==> config.mk <==
export PLATFORM = sky130hd
export DESIGN_NAME = csx_exec
export DESIGN_NICKNAME = d
export VERILOG_FILES = /design/src/verilog/csx_pkg.sv /design/src/verilog/csx_alu_if.sv /design/src/verilog/csx_alu.sv /design/src/verilog/csx_exec.sv
export VERILOG_INCLUDE_DIRS = /design/src /design/src/verilog
export SDC_FILE = /design/constraint.sdc
export NUM_CORES = 1
export LEC_CHECK = 0
export ABC_AREA = 1
export BUFFER_PORTS_ARGS = -buffer_cell sky130_fd_sc_hd__buf_2
export CAP_MARGIN = 20
export CORE_ASPECT_RATIO = 1.4
export CORE_UTILIZATION = 35
export CTS_BUF_LIST = sky130_fd_sc_hd__clkbuf_16
export DETAILED_ROUTE_END_ITERATION = 6
export GPL_TIMING_DRIVEN = 0
export PLACE_DENSITY = 0.58
export SYNTH_ARGS = -nofsm -noshare
export SYNTH_HDL_FRONTEND = slang
export SYNTH_SLANG_ARGS = --single-unit
==> constraint.sdc <==
create_clock -name core_clk -period 2 [get_ports core_clk]
set_input_delay 0.3 -clock core_clk [delete_from_list [all_inputs] [get_ports core_clk]]
set_output_delay 0.3 -clock core_clk [all_outputs]
set_load 0.02 [all_outputs]
==> src/verilog/csx_regs.svh <==
// Widths, pages and constant values of the instruction execution block.
// Assumes nothing; definitions only.
`ifndef CSX_REGS_SVH
`define CSX_REGS_SVH

// ********************************************
// Data path sizes
// ********************************************
`define CSX_BYTE_W    8
`define CSX_NIB_W     4
`define CSX_BIT_W     3
`define CSX_MEM_AW    8
`define CSX_WORD_W    16
`define CSX_PAGE_W    3
`define CSX_PROG_AW   (`CSX_PAGE_W + `CSX_BYTE_W)

// ********************************************
// Fixed values
// ********************************************
`define CSX_LAST_PAGE 3'h7
`define CSX_BYTE_ZERO 8'h00
`define CSX_BIT_ONE   8'h01

`endif
==> src/verilog/csx_pkg.sv <==
// Types of the instruction execution block: opcodes, states and state record.
// Assumes csx_regs.svh is on the include path.
`include "csx_regs.svh"

package csx_pkg;

  // ********************************************
  // Operations handled here
  // ********************************************
  typedef enum logic [3:0] {
    CSX_OP_SUB_IMM,
    CSX_OP_SWAP_MEM,
    CSX_OP_SWAP_WORK,
    CSX_OP_SKIP_BYTE,
    CSX_OP_COPY_SKIP,
    CSX_OP_SKIP_BIT,
    CSX_OP_TAB_FIXED,
    CSX_OP_TAB_CURRENT,
    CSX_OP_TAB_LAST,
    CSX_OP_XOR_WORK,
    CSX_OP_XOR_MEM,
    CSX_OP_XOR_IMM
  } csx_op_e;

  typedef enum logic [1:0] {
    CSX_IDLE,
    CSX_DUMMY,
    CSX_TAB_WAIT,
    CSX_TAB_DATA
  } csx_fsm_e;

  // ********************************************
  // Whole state of the execution block
  // ********************************************
  typedef struct packed {
    csx_fsm_e                   fsm;
    logic [`CSX_BYTE_W-1:0]     work;
    logic                       signed_range_flag;
    logic                       result_null_flag;
    logic                       half_byte_borrow_flag;
    logic                       borrow_inverse_flag;
    logic [`CSX_BYTE_W-1:0]     tbl_high;
    logic                       mem_wr_en;
    logic [`CSX_MEM_AW-1:0]     mem_wr_addr;
    logic [`CSX_BYTE_W-1:0]     mem_wr_data;
    logic                       skip_next;
    logic                       discard;
    logic                       prog_rd_en;
    logic [`CSX_PROG_AW-1:0]    prog_rd_addr;
    logic [`CSX_MEM_AW-1:0]     tab_dest;
  } csx_state_s;

  localparam csx_state_s CSX_STATE_RST = '{fsm: CSX_IDLE, default: '0};

endpackage

==> src/verilog/csx_alu_if.sv <==
// Operand and result bundle between the execution core and its ALU.
// Assumes csx_pkg is compiled first.
`timescale 1ns/1ns
`include "csx_regs.svh"

interface csx_alu_if;
  csx_pkg::csx_op_e           op;
  logic [`CSX_BYTE_W-1:0]     work;
  logic [`CSX_BYTE_W-1:0]     mem;
  logic [`CSX_BYTE_W-1:0]     imm;
  logic [`CSX_BIT_W-1:0]      bit_sel;
  logic [`CSX_BYTE_W-1:0]     result;
  logic                       range_flag;
  logic                       half_flag;
  logic                       borrow_inv;
  logic                       skip_cond;

  modport alu  (input op, work, mem, imm, bit_sel,
                output result, range_flag, half_flag, borrow_inv, skip_cond);
  modport core (output op, work, mem, imm, bit_sel,
                input result, range_flag, half_flag, borrow_inv, skip_cond);
endinterface

==> src/verilog/csx_alu.sv <==
// Combinational result, flag and skip condition for one instruction.
// Assumes operands stay steady for the cycle in which the core samples them.
`timescale 1ns/1ns
`include "csx_regs.svh"

module csx_alu (
  csx_alu_if.alu alu_io
);

  logic [`CSX_BYTE_W:0] diff;
  logic [`CSX_NIB_W:0]  nib_diff;
  logic [`CSX_BYTE_W-1:0] swapped;

  assign swapped = {alu_io.mem[`CSX_NIB_W-1:0], alu_io.mem[`CSX_BYTE_W-1:`CSX_NIB_W]};

  always_comb begin
    diff     = {1'b0, alu_io.work} - {1'b0, alu_io.imm};
    nib_diff = {1'b0, alu_io.work[`CSX_NIB_W-1:0]} - {1'b0, alu_io.imm[`CSX_NIB_W-1:0]};
    // Overflow when operand signs differ and the result sign leaves the minuend
    alu_io.range_flag = (alu_io.work[`CSX_BYTE_W-1] ^ alu_io.imm[`CSX_BYTE_W-1]) &
                        (diff[`CSX_BYTE_W-1] ^ alu_io.work[`CSX_BYTE_W-1]);
    alu_io.half_flag  = ~nib_diff[`CSX_NIB_W];
    alu_io.borrow_inv = ~diff[`CSX_BYTE_W];
    alu_io.skip_cond  = 1'b0;
    alu_io.result     = alu_io.work;
    unique case (alu_io.op)
      csx_pkg::CSX_OP_SUB_IMM: begin
        alu_io.result = diff[`CSX_BYTE_W-1:0];
      end
      csx_pkg::CSX_OP_SWAP_MEM,
      csx_pkg::CSX_OP_SWAP_WORK: begin
        alu_io.result = swapped;
      end
      csx_pkg::CSX_OP_SKIP_BYTE: begin
        alu_io.skip_cond = (alu_io.mem == `CSX_BYTE_ZERO);
      end
      csx_pkg::CSX_OP_COPY_SKIP: begin
        alu_io.result    = alu_io.mem;
        alu_io.skip_cond = (alu_io.mem == `CSX_BYTE_ZERO);
      end
      csx_pkg::CSX_OP_SKIP_BIT: begin
        alu_io.skip_cond = ~alu_io.mem[alu_io.bit_sel];
      end
      csx_pkg::CSX_OP_XOR_WORK,
      csx_pkg::CSX_OP_XOR_MEM: begin
        alu_io.result = alu_io.work ^ alu_io.mem;
      end
      csx_pkg::CSX_OP_XOR_IMM: begin
        alu_io.result = alu_io.work ^ alu_io.imm;
      end
      default: begin
        alu_io.result = alu_io.work;
      end
    endcase
  end

endmodule

==> src/verilog/csx_exec.sv <==
// Execution unit for subtract-immediate, nibble swap, zero skips, table reads and XOR.
// Assumes the sequencer presents one instruction per instr_valid pulse with its memory
// operand already on mem_rd_data, and that program memory answers one cycle after a read.
`timescale 1ns/1ns
`include "csx_regs.svh"

module csx_exec (
  input  wire logic                      core_clk,
  input  wire logic                      rst_n,
  input  wire logic                      instr_valid,
  input  wire csx_pkg::csx_op_e          instr_op,
  input  wire logic [`CSX_MEM_AW-1:0]    instr_addr,
  input  wire logic [`CSX_BYTE_W-1:0]    instr_imm,
  input  wire logic [`CSX_BIT_W-1:0]     instr_bit,
  input  wire logic [`CSX_BYTE_W-1:0]    mem_rd_data,
  input  wire logic [`CSX_BYTE_W-1:0]    table_pointer_low,
  input  wire logic [`CSX_PAGE_W-1:0]    table_pointer_high,
  input  wire logic [`CSX_PAGE_W-1:0]    current_page,
  input  wire logic [`CSX_WORD_W-1:0]    prog_rd_data,
  output logic                           busy,
  output logic                           skip_next,
  output logic [`CSX_BYTE_W-1:0]         work_register,
  output logic                           signed_range_flag,
  output logic                           result_null_flag,
  output logic                           half_byte_borrow_flag,
  output logic                           borrow_inverse_flag,
  output logic [`CSX_BYTE_W-1:0]         table_high_latch,
  output logic                           mem_wr_en,
  output logic [`CSX_MEM_AW-1:0]         mem_wr_addr,
  output logic [`CSX_BYTE_W-1:0]         mem_wr_data,
  output logic                           prog_rd_en,
  output logic [`CSX_PROG_AW-1:0]        prog_rd_addr
);

  csx_pkg::csx_state_s state_reg;
  csx_pkg::csx_state_s state_next;
  logic                accept;
  logic                drop;

  csx_alu_if alu_bus ();

  csx_alu u_alu (
    .alu_io (alu_bus)
  );

  // ********************************************
  // ALU operands
  // ********************************************
  assign alu_bus.op      = instr_op;
  assign alu_bus.work    = state_reg.work;
  assign alu_bus.mem     = mem_rd_data;
  assign alu_bus.imm     = instr_imm;
  assign alu_bus.bit_sel = instr_bit;

  assign busy   = (state_reg.fsm != csx_pkg::CSX_IDLE);
  assign accept = instr_valid && !busy && !state_reg.discard;
  assign drop   = instr_valid && !busy && state_reg.discard;

  // ********************************************
  // Next state
  // ********************************************
  always_comb begin
    state_next            = state_reg;
    state_next.mem_wr_en  = 1'b0;
    state_next.skip_next  = 1'b0;
    state_next.prog_rd_en = 1'b0;
    unique case (state_reg.fsm)
      csx_pkg::CSX_IDLE: begin
        if (drop) begin
          state_next.discard = 1'b0;
        end else if (accept) begin
          unique case (instr_op)
            csx_pkg::CSX_OP_SUB_IMM: begin
              state_next.work                  = alu_bus.result;
              state_next.signed_range_flag     = alu_bus.range_flag;
              state_next.result_null_flag      = (alu_bus.result == `CSX_BYTE_ZERO);
              state_next.half_byte_borrow_flag = alu_bus.half_flag;
              state_next.borrow_inverse_flag   = alu_bus.borrow_inv;
            end
            csx_pkg::CSX_OP_SWAP_MEM,
            csx_pkg::CSX_OP_XOR_MEM: begin
              state_next.mem_wr_en   = 1'b1;
              state_next.mem_wr_addr = instr_addr;
              state_next.mem_wr_data = alu_bus.result;
              if (instr_op == csx_pkg::CSX_OP_XOR_MEM) begin
                state_next.result_null_flag = (alu_bus.result == `CSX_BYTE_ZERO);
              end
            end
            csx_pkg::CSX_OP_SWAP_WORK,
            csx_pkg::CSX_OP_COPY_SKIP: begin
              state_next.work = alu_bus.result;
            end
            csx_pkg::CSX_OP_XOR_WORK,
            csx_pkg::CSX_OP_XOR_IMM: begin
              state_next.work             = alu_bus.result;
              state_next.result_null_flag = (alu_bus.result == `CSX_BYTE_ZERO);
            end
            csx_pkg::CSX_OP_TAB_FIXED: begin
              state_next.prog_rd_addr = {table_pointer_high, table_pointer_low};
            end
            csx_pkg::CSX_OP_TAB_CURRENT: begin
              state_next.prog_rd_addr = {current_page, table_pointer_low};
            end
            csx_pkg::CSX_OP_TAB_LAST: begin
              state_next.prog_rd_addr = {`CSX_LAST_PAGE, table_pointer_low};
            end
            default: begin
              state_next.work = state_reg.work;
            end
          endcase
          if (instr_op == csx_pkg::CSX_OP_TAB_FIXED || instr_op == csx_pkg::CSX_OP_TAB_CURRENT ||
              instr_op == csx_pkg::CSX_OP_TAB_LAST) begin
            state_next.prog_rd_en = 1'b1;
            state_next.tab_dest   = instr_addr;
            state_next.fsm        = csx_pkg::CSX_TAB_WAIT;
          end
          // Skip: hold one dummy cycle, then swallow the fetched instruction
          if (alu_bus.skip_cond) begin
            state_next.skip_next = 1'b1;
            state_next.discard   = 1'b1;
            state_next.fsm       = csx_pkg::CSX_DUMMY;
          end
        end
      end
      csx_pkg::CSX_DUMMY: begin
        state_next.fsm = csx_pkg::CSX_IDLE;
      end
      csx_pkg::CSX_TAB_WAIT: begin
        state_next.fsm = csx_pkg::CSX_TAB_DATA;
      end
      csx_pkg::CSX_TAB_DATA: begin
        state_next.mem_wr_en   = 1'b1;
        state_next.mem_wr_addr = state_reg.tab_dest;
        state_next.mem_wr_data = prog_rd_data[`CSX_BYTE_W-1:0];
        state_next.tbl_high    = prog_rd_data[`CSX_WORD_W-1:`CSX_BYTE_W];
        state_next.fsm         = csx_pkg::CSX_IDLE;
      end
    endcase
  end

  always_ff @(posedge core_clk or negedge rst_n) begin
    if (!rst_n) begin
      state_reg <= csx_pkg::CSX_STATE_RST;
    end else begin
      state_reg <= state_next;
    end
  end

  // ********************************************
  // Outputs
  // ********************************************
  assign skip_next             = state_reg.skip_next;
  assign work_register         = state_reg.work;
  assign signed_range_flag     = state_reg.signed_range_flag;
  assign result_null_flag      = state_reg.result_null_flag;
  assign half_byte_borrow_flag = state_reg.half_byte_borrow_flag;
  assign borrow_inverse_flag   = state_reg.borrow_inverse_flag;
  assign table_high_latch      = state_reg.tbl_high;
  assign mem_wr_en             = state_reg.mem_wr_en;
  assign mem_wr_addr           = state_reg.mem_wr_addr;
  assign mem_wr_data           = state_reg.mem_wr_data;
  assign prog_rd_en            = state_reg.prog_rd_en;
  assign prog_rd_addr          = state_reg.prog_rd_addr;
endmodule

; ---- After elaboration in Yosys (flattened, before gate mapping)
; Index checks and enable logic that the tools add are counted.
[totals]
out_inout_bits = 51
input_bits = 64
regBits = 61
[classes]
n_lt_le_gt_ge = 1
n_eq_ne = 19
n_bitwise = 9
n_reduce_logical = 32
n_mux = 25
addsub = 2
[ops]
columns = operator, n
row1 = one-hot mux 8 bit (5 select lines), 1
row2 = 2-to-1 mux 39 bit, 1
row3 = one-hot mux 17 bit (2 select lines), 1
row4 = one-hot mux 11 bit (3 select lines), 1
row5 = 2-to-1 mux 14 bit, 2
row6 = 2-to-1 mux 22 bit, 1
row7 = 2-to-1 mux 20 bit, 1
row8 = AND reduction 4 bit, 5
row9 = 2-to-1 mux 18 bit, 1
row10 = 2-to-1 mux 17 bit, 1
row11 = equality test 4 x 3 -> 1 bit (second input constant), 4
row12 = equality test 4 bit (second input constant), 4
row13 = zero test 8 bit, 2
row14 = 2-to-1 mux 8 bit, 2
row15 = XOR 8 bit, 2
row16 = nonzero test 2 bit, 5
row17 = OR reduction 2 bit, 5
row18 = subtractor 8 x 8 -> 9 bit, 1
row19 = equality test 4 x 2 -> 1 bit (second input constant), 2
row20 = 2-to-1 mux 2 bit, 4
row21 = != test 2 bit (second input constant), 3
row22 = one-hot mux 2 bit (3 select lines), 1
row23 = AND reduction 3 bit, 2
row24 = 2-to-1 mux 1 bit, 5
row25 = 21 further kinds, 31

; ---- Logic depth before layout (Yosys ltp)
[logic_depth]
depth_word = 9
ltp_mapped = 15
depth_no_buf = 15

; ---- Modules after synthesis
; From an unflattened synthesis, not the netlist that was laid out.
[hier_totals]
cells_unflattened = 635
area_unflattened_um2 = 4404.2
[modules_own_cells]
columns = mod, area_per_inst_um2, instances, cells_each, seq_area_each_um2
row1 = csx_exec, 3293.2, 1, 410, 1526.5
row2 = csx_alu, 1111.1, 1, 225, 0.0

; ---- Worst setup path after synthesis
; No wires, ideal clock.
[synth_timing]
path_type = register to register
start = register state_reg[59] (netlist name)
end = register state_reg, in the netlist mem_wr_addr[5]
n_path_buf = 1
path_stages_with_launch = 12
setup_ns = 0.121
synth_period_minus_slack_ns = 1.854
slack_ns = 0.146
arrival_time_ns = 1.733
cell_sequence = dfrtp_1 -> inv_1 -> ha_1 -> nand2_2 -> nor2_2 -> inv_2 -> a21oi_4 -> inv_2 -> o21ai_4 -> inv_6 -> buf_6 -> a22o_1
[synth_via]
elab_chain_cells = 6
word_cells_on_any_way = 13
classes_between = eq/ne: 4 / mux: 1 / reduce/logical: 8
[synth_lines]
columns = item, line
row1 = from (decl), csx_exec.sv:35  ; csx_pkg::csx_state_s state_reg;
row2 = from (signal assigned), csx_exec.sv:143  ; state_reg <= csx_pkg::CSX_STATE_RST;
row3 = from (signal assigned), csx_exec.sv:145  ; state_reg <= state_next;
row4 = nonzero test 2 bit, csx_exec.sv:55  ; assign busy = (state_reg.fsm != csx_pkg::CSX_IDLE);
row5 = zero test 1 bit, "csx_exec.sv:56, csx_exec.sv:57"
row6 = logical AND 1 bit, "csx_exec.sv:56, csx_exec.sv:57"
row7 = logical AND 1 bit (on tied branches), "csx_exec.sv:57, csx_exec.sv:56"
row8 = != test 2 bit (no line), n/a
row9 = AND reduction 4 bit (no line), n/a
; Several ways; a longest one is shown, not always the timed one.
; A chain may end at the register's enable or synchronous reset.

; ---- Worst setup path after layout
[layout_timing]
start = register state_reg, in the netlist work_register[0]
end = register state_reg, in the netlist result_null_flag
[layout_via]
elab_chain_cells = 5
word_cells_on_any_way = 7
classes_between = add/sub: 1 / mux: 3 / bitwise: 2 / reduce/logical: 1
[layout_lines]
columns = item, line
row1 = subtractor 8 x 8 -> 9 bit (tied with other cells), csx_alu.sv:17  ; diff = {1'b0, alu_io.work} - {1'b0, alu_io.imm};
row2 = one-hot mux 8 bit (5 select lines) (*), csx_alu.sv:26  ; unique case (alu_io.op)
row3 = zero test 8 bit (no line) (*), n/a
row4 = 2-to-1 mux 1 bit, csx_exec.sv:85  ; if (instr_op == csx_pkg::CSX_OP_XOR_MEM) begin
row5 = one-hot mux 1 bit (2 select lines) (*), csx_exec.sv:72  ; unique case (instr_op)
; Every way passes the cells marked *; elsewhere a longest branch is shown, timed or not. The select of a mux whose other input is x is not followed.

==> reports/qor.yml <==
status:
  status: "complete, but fails checks"
  failed_checks: "setup timing"
job:
  drv_cap: 0
power:
  leakagePower_nw: 3.06
  seqPwrFrac: 0.290
  switching_share: 0.407
  p_comb_frac: 0.514
  p_per_area_nw_per_um2: 1310
  p_switching_mw: 2.92
  vdd_ir_drop_max_v: 0.000744
  p_int_mw: 4.25
  clkPwrFrac: 0.195
global_routing:
  groute.usage.overall: 0.202
  grt_max_degree: 62
  antenna_found_initial: 0
  first_global_vias: 4050
  grt-ovfl-total: 0
  grt_pass1_wl_um: 19100
sta:
  max_freq_mhz: 494
  relSlewSlack: 0.473
  layout_min_cycle_time_ps: 2020
  setup_viol: 3
  rsz0062_at_grt: "yes"
  worstMarginPinSlew_ps: 790
  timing.hold.ws_ps: 54.8
  report.final.slew_viol_count: 0
  setup_ws_ps: -24.7
  clock_skew_ps: 8.46
  finalCritPeriodShare: 1.01
  hold_viol: 0
synth:
  synth_top_cell_area_share: 0.369
  syn_area_sq_um: 4140
  yosysUniqueCellTypes: 37
  ys_warn_count: 0
  ys.flop_type: "dfrtp_1"
  synth_top_cells_by_count: "nand2_1 (221), dfrtp_1 (61), inv_1 (60), nor2_1 (44), buf_4 (43)"
  avgSynthCellArea_sq_um: 6.95
  syn_nets: 672
  synth_top_area_cell: "dfrtp_1"
  synth-seq-cells: 61
  synth_cells: 595
  synth_edf_count: 0
  yosysSeqAreaShare: 0.369
  synthTopCellsByArea: "dfrtp_1 (37%), nand2_1 (20%), buf_4 (7.8%), inv_1 (5.4%), nand3_1 (4.6%)"
  yosysMostFrequentCell: "nand2_1"
  synthArstFlopShare: 1.00
critical_path:
  reg2reg_slack_ps: -20
  crit_arrival_ps: 2290
  critPathKind: "reg -> reg"
  cp-end-kind: "register"
  critPathLaunchType: "register"
  worst_ep_required_time_ps: 2260
  critPathMaxFanout: 3
  reg2reg_depth: 13
hold_path:
  hp-class: "in -> async"
routing:
  num_vias: 4224
  detail_route.first_pass.iterations: 4
  routedWlPerCell_um: 13.5
  antenna_left: 0
  routed_wl_um: 12000
  drt_iter0_drc: 189
  drc: 0
  avgViaCountPerCell: 4.76
clock_tree:
  insertion_delay_ps: 330
  clk_pin_slew_ps: 60
  clk_path_buf_depth: 2
  cts_made_buffers: 9
  htree_levels: 3
  cts_tree: "yes"
  cts-root-buf: "clkbuf_16"
  clock-sinks: 61
layout:
  area_growth_pct: 32.2
  drive_gt1_frac: 0.336
  final_area_sq_um: 5470
  final_nets: 815
  antenna_cells: 0
floorplanning:
  rows: 46
  fp.dieH_um: 131
  die_width_um: 93.9
  core_sq_um: 11400
  initial_core_util: 0.363
  ios: 115
  die_area_sq_um: 12300
place:
  place_area_sq_um: 4890
  gp_congestion: 0.894
  hpwl_um: 8970
  place.port_buffers: 114
==> worst paths after layout <==
kind / start / end
max reg2reg: work_register[0]$_DFFE_PN0P_ / result_null_flag$_DFFE_PN0P_
max in group asynchronous: rst_n / work_register[4]$_DFFE_PN0P_
min: rst_n / prog_rd_addr[3]$_DFFE_PN0P_
max: work_register[0]$_DFFE_PN0P_ / result_null_flag$_DFFE_PN0P_
min in group core_clk: table_pointer_low[5] / prog_rd_addr[5]$_DFFE_PN0P_
min reg2reg: prog_rd_addr[0]$_DFFE_PN0P_ / prog_rd_addr[0]$_DFFE_PN0P_
==> power groups by stage <==
| stage | registers (mW) | logic (mW) | clock network, mW |
|---|---|---|---|
| after global placement | 2.08 | 3.18 | 0 |
| after floorplan | 2.05 | 2.34 | 0 |
| final | 2.08 | 3.69 | 1.40 |
| after CTS | 2.08 | 3.44 | 1.43 |
| after global routing | 2.15 | 4.09 | 1.48 |
| after detailed placement | 2.09 | 3.22 | 0 |
==> stage by stage <==
stage / TNS [ps] / utilization / worst slack [ps] / power (mW) / std cells
2_1_floorplan: 0 / - / 146 / 4.39 / 595
5_1_grt: -998 / 0.480 / -187 / 7.72 / 887
3_5_place_dp: -3980 / 0.429 / -188 / 5.31 / 853
3_3_place_gp: -2190 / 0.429 / -181 / 5.26 / 853
6_report: -37.9 / 0.480 / -24.7 / 7.17 / 887
4_1_cts: -2.39 / 0.465 / -2.39 / 6.95 / 875
==> cell type report <==
class	count	area (sq um)
plain buffers	54	397
clock buffers	9	225
clock inverters	7	43.8
fillers	1197	5930
inverters	69	269
multi-input cells	411	2100
flip-flops and latches	61	1530
well taps	144	180
repair buffers	132	721
==> logic make-up after synthesis <==
family | count (synthesis) | share of synthesized area
buffers and inverters | 123 | 0.159
adder cells (fa/ha/maj) | 13 | 0.0411
AND/OR/NAND/NOR | 328 | 0.327
flip-flops | 61 | 0.369
AO/OA/AOI/OAI | 70 | 0.103
==> layout by cell type, fill, tap and decap left out, drive strengths merged, types with 2 or more instances in the layout <==
| cell type | netlist | layout |
|---|---|---|
| ha | 12 | 12 |
| inv | 67 | 69 |
| nand3 | 38 | 38 |
| o221ai | 2 | 2 |
| nor3 | 3 | 3 |
| clkinv | 2 | 5 |
| nand2 | 223 | 223 |
| a21oi | 16 | 16 |
| nor4 | 2 | 2 |
| a22oi | 2 | 2 |
| nand3b | 2 | 2 |
| a22o | 8 | 8 |
| o21ai | 39 | 39 |
| clkinvlp | 0 | 2 |
| buf | 50 | 182 |
| clkbuf | 4 | 13 |
| nand4 | 6 | 6 |
| nor2 | 51 | 51 |
| dfrtp | 61 | 61 |
==> repair_timing <==
item | in CTS | in global routing
setup buffers | 6 | 12
endpoints found under the setup margin | 39 | 34
pin swaps | 5 | 20
gates resized for setup | 23 | 21
hold buffers | 0 | 0
==> metal layers <==
layer | global-route usage | routed length [um] | share of wire
met1 | 0.227 | 4700 | 0.39
met3 | 0.0405 | 543 | 0.045
met2 | 0.369 | 6420 | 0.54
met5 | 0 | 0 | 0
met4 | 0.0833 | 319 | 0.027
==> worst max-delay path, cell delays in order, from the launching register on <==
cell and delay (ps):
dfrtp_1 360, inv_2 60, ha_4 160, fa_2 400
nor2_2 120, nor2_2 80, nor2_1 110, nor2_1 50
nor2_1 150, buf_4 130, nand3_1 60, nor2_1 100
nand3_1 90, nand2_1 60
(Power assumes the default switching activity.)
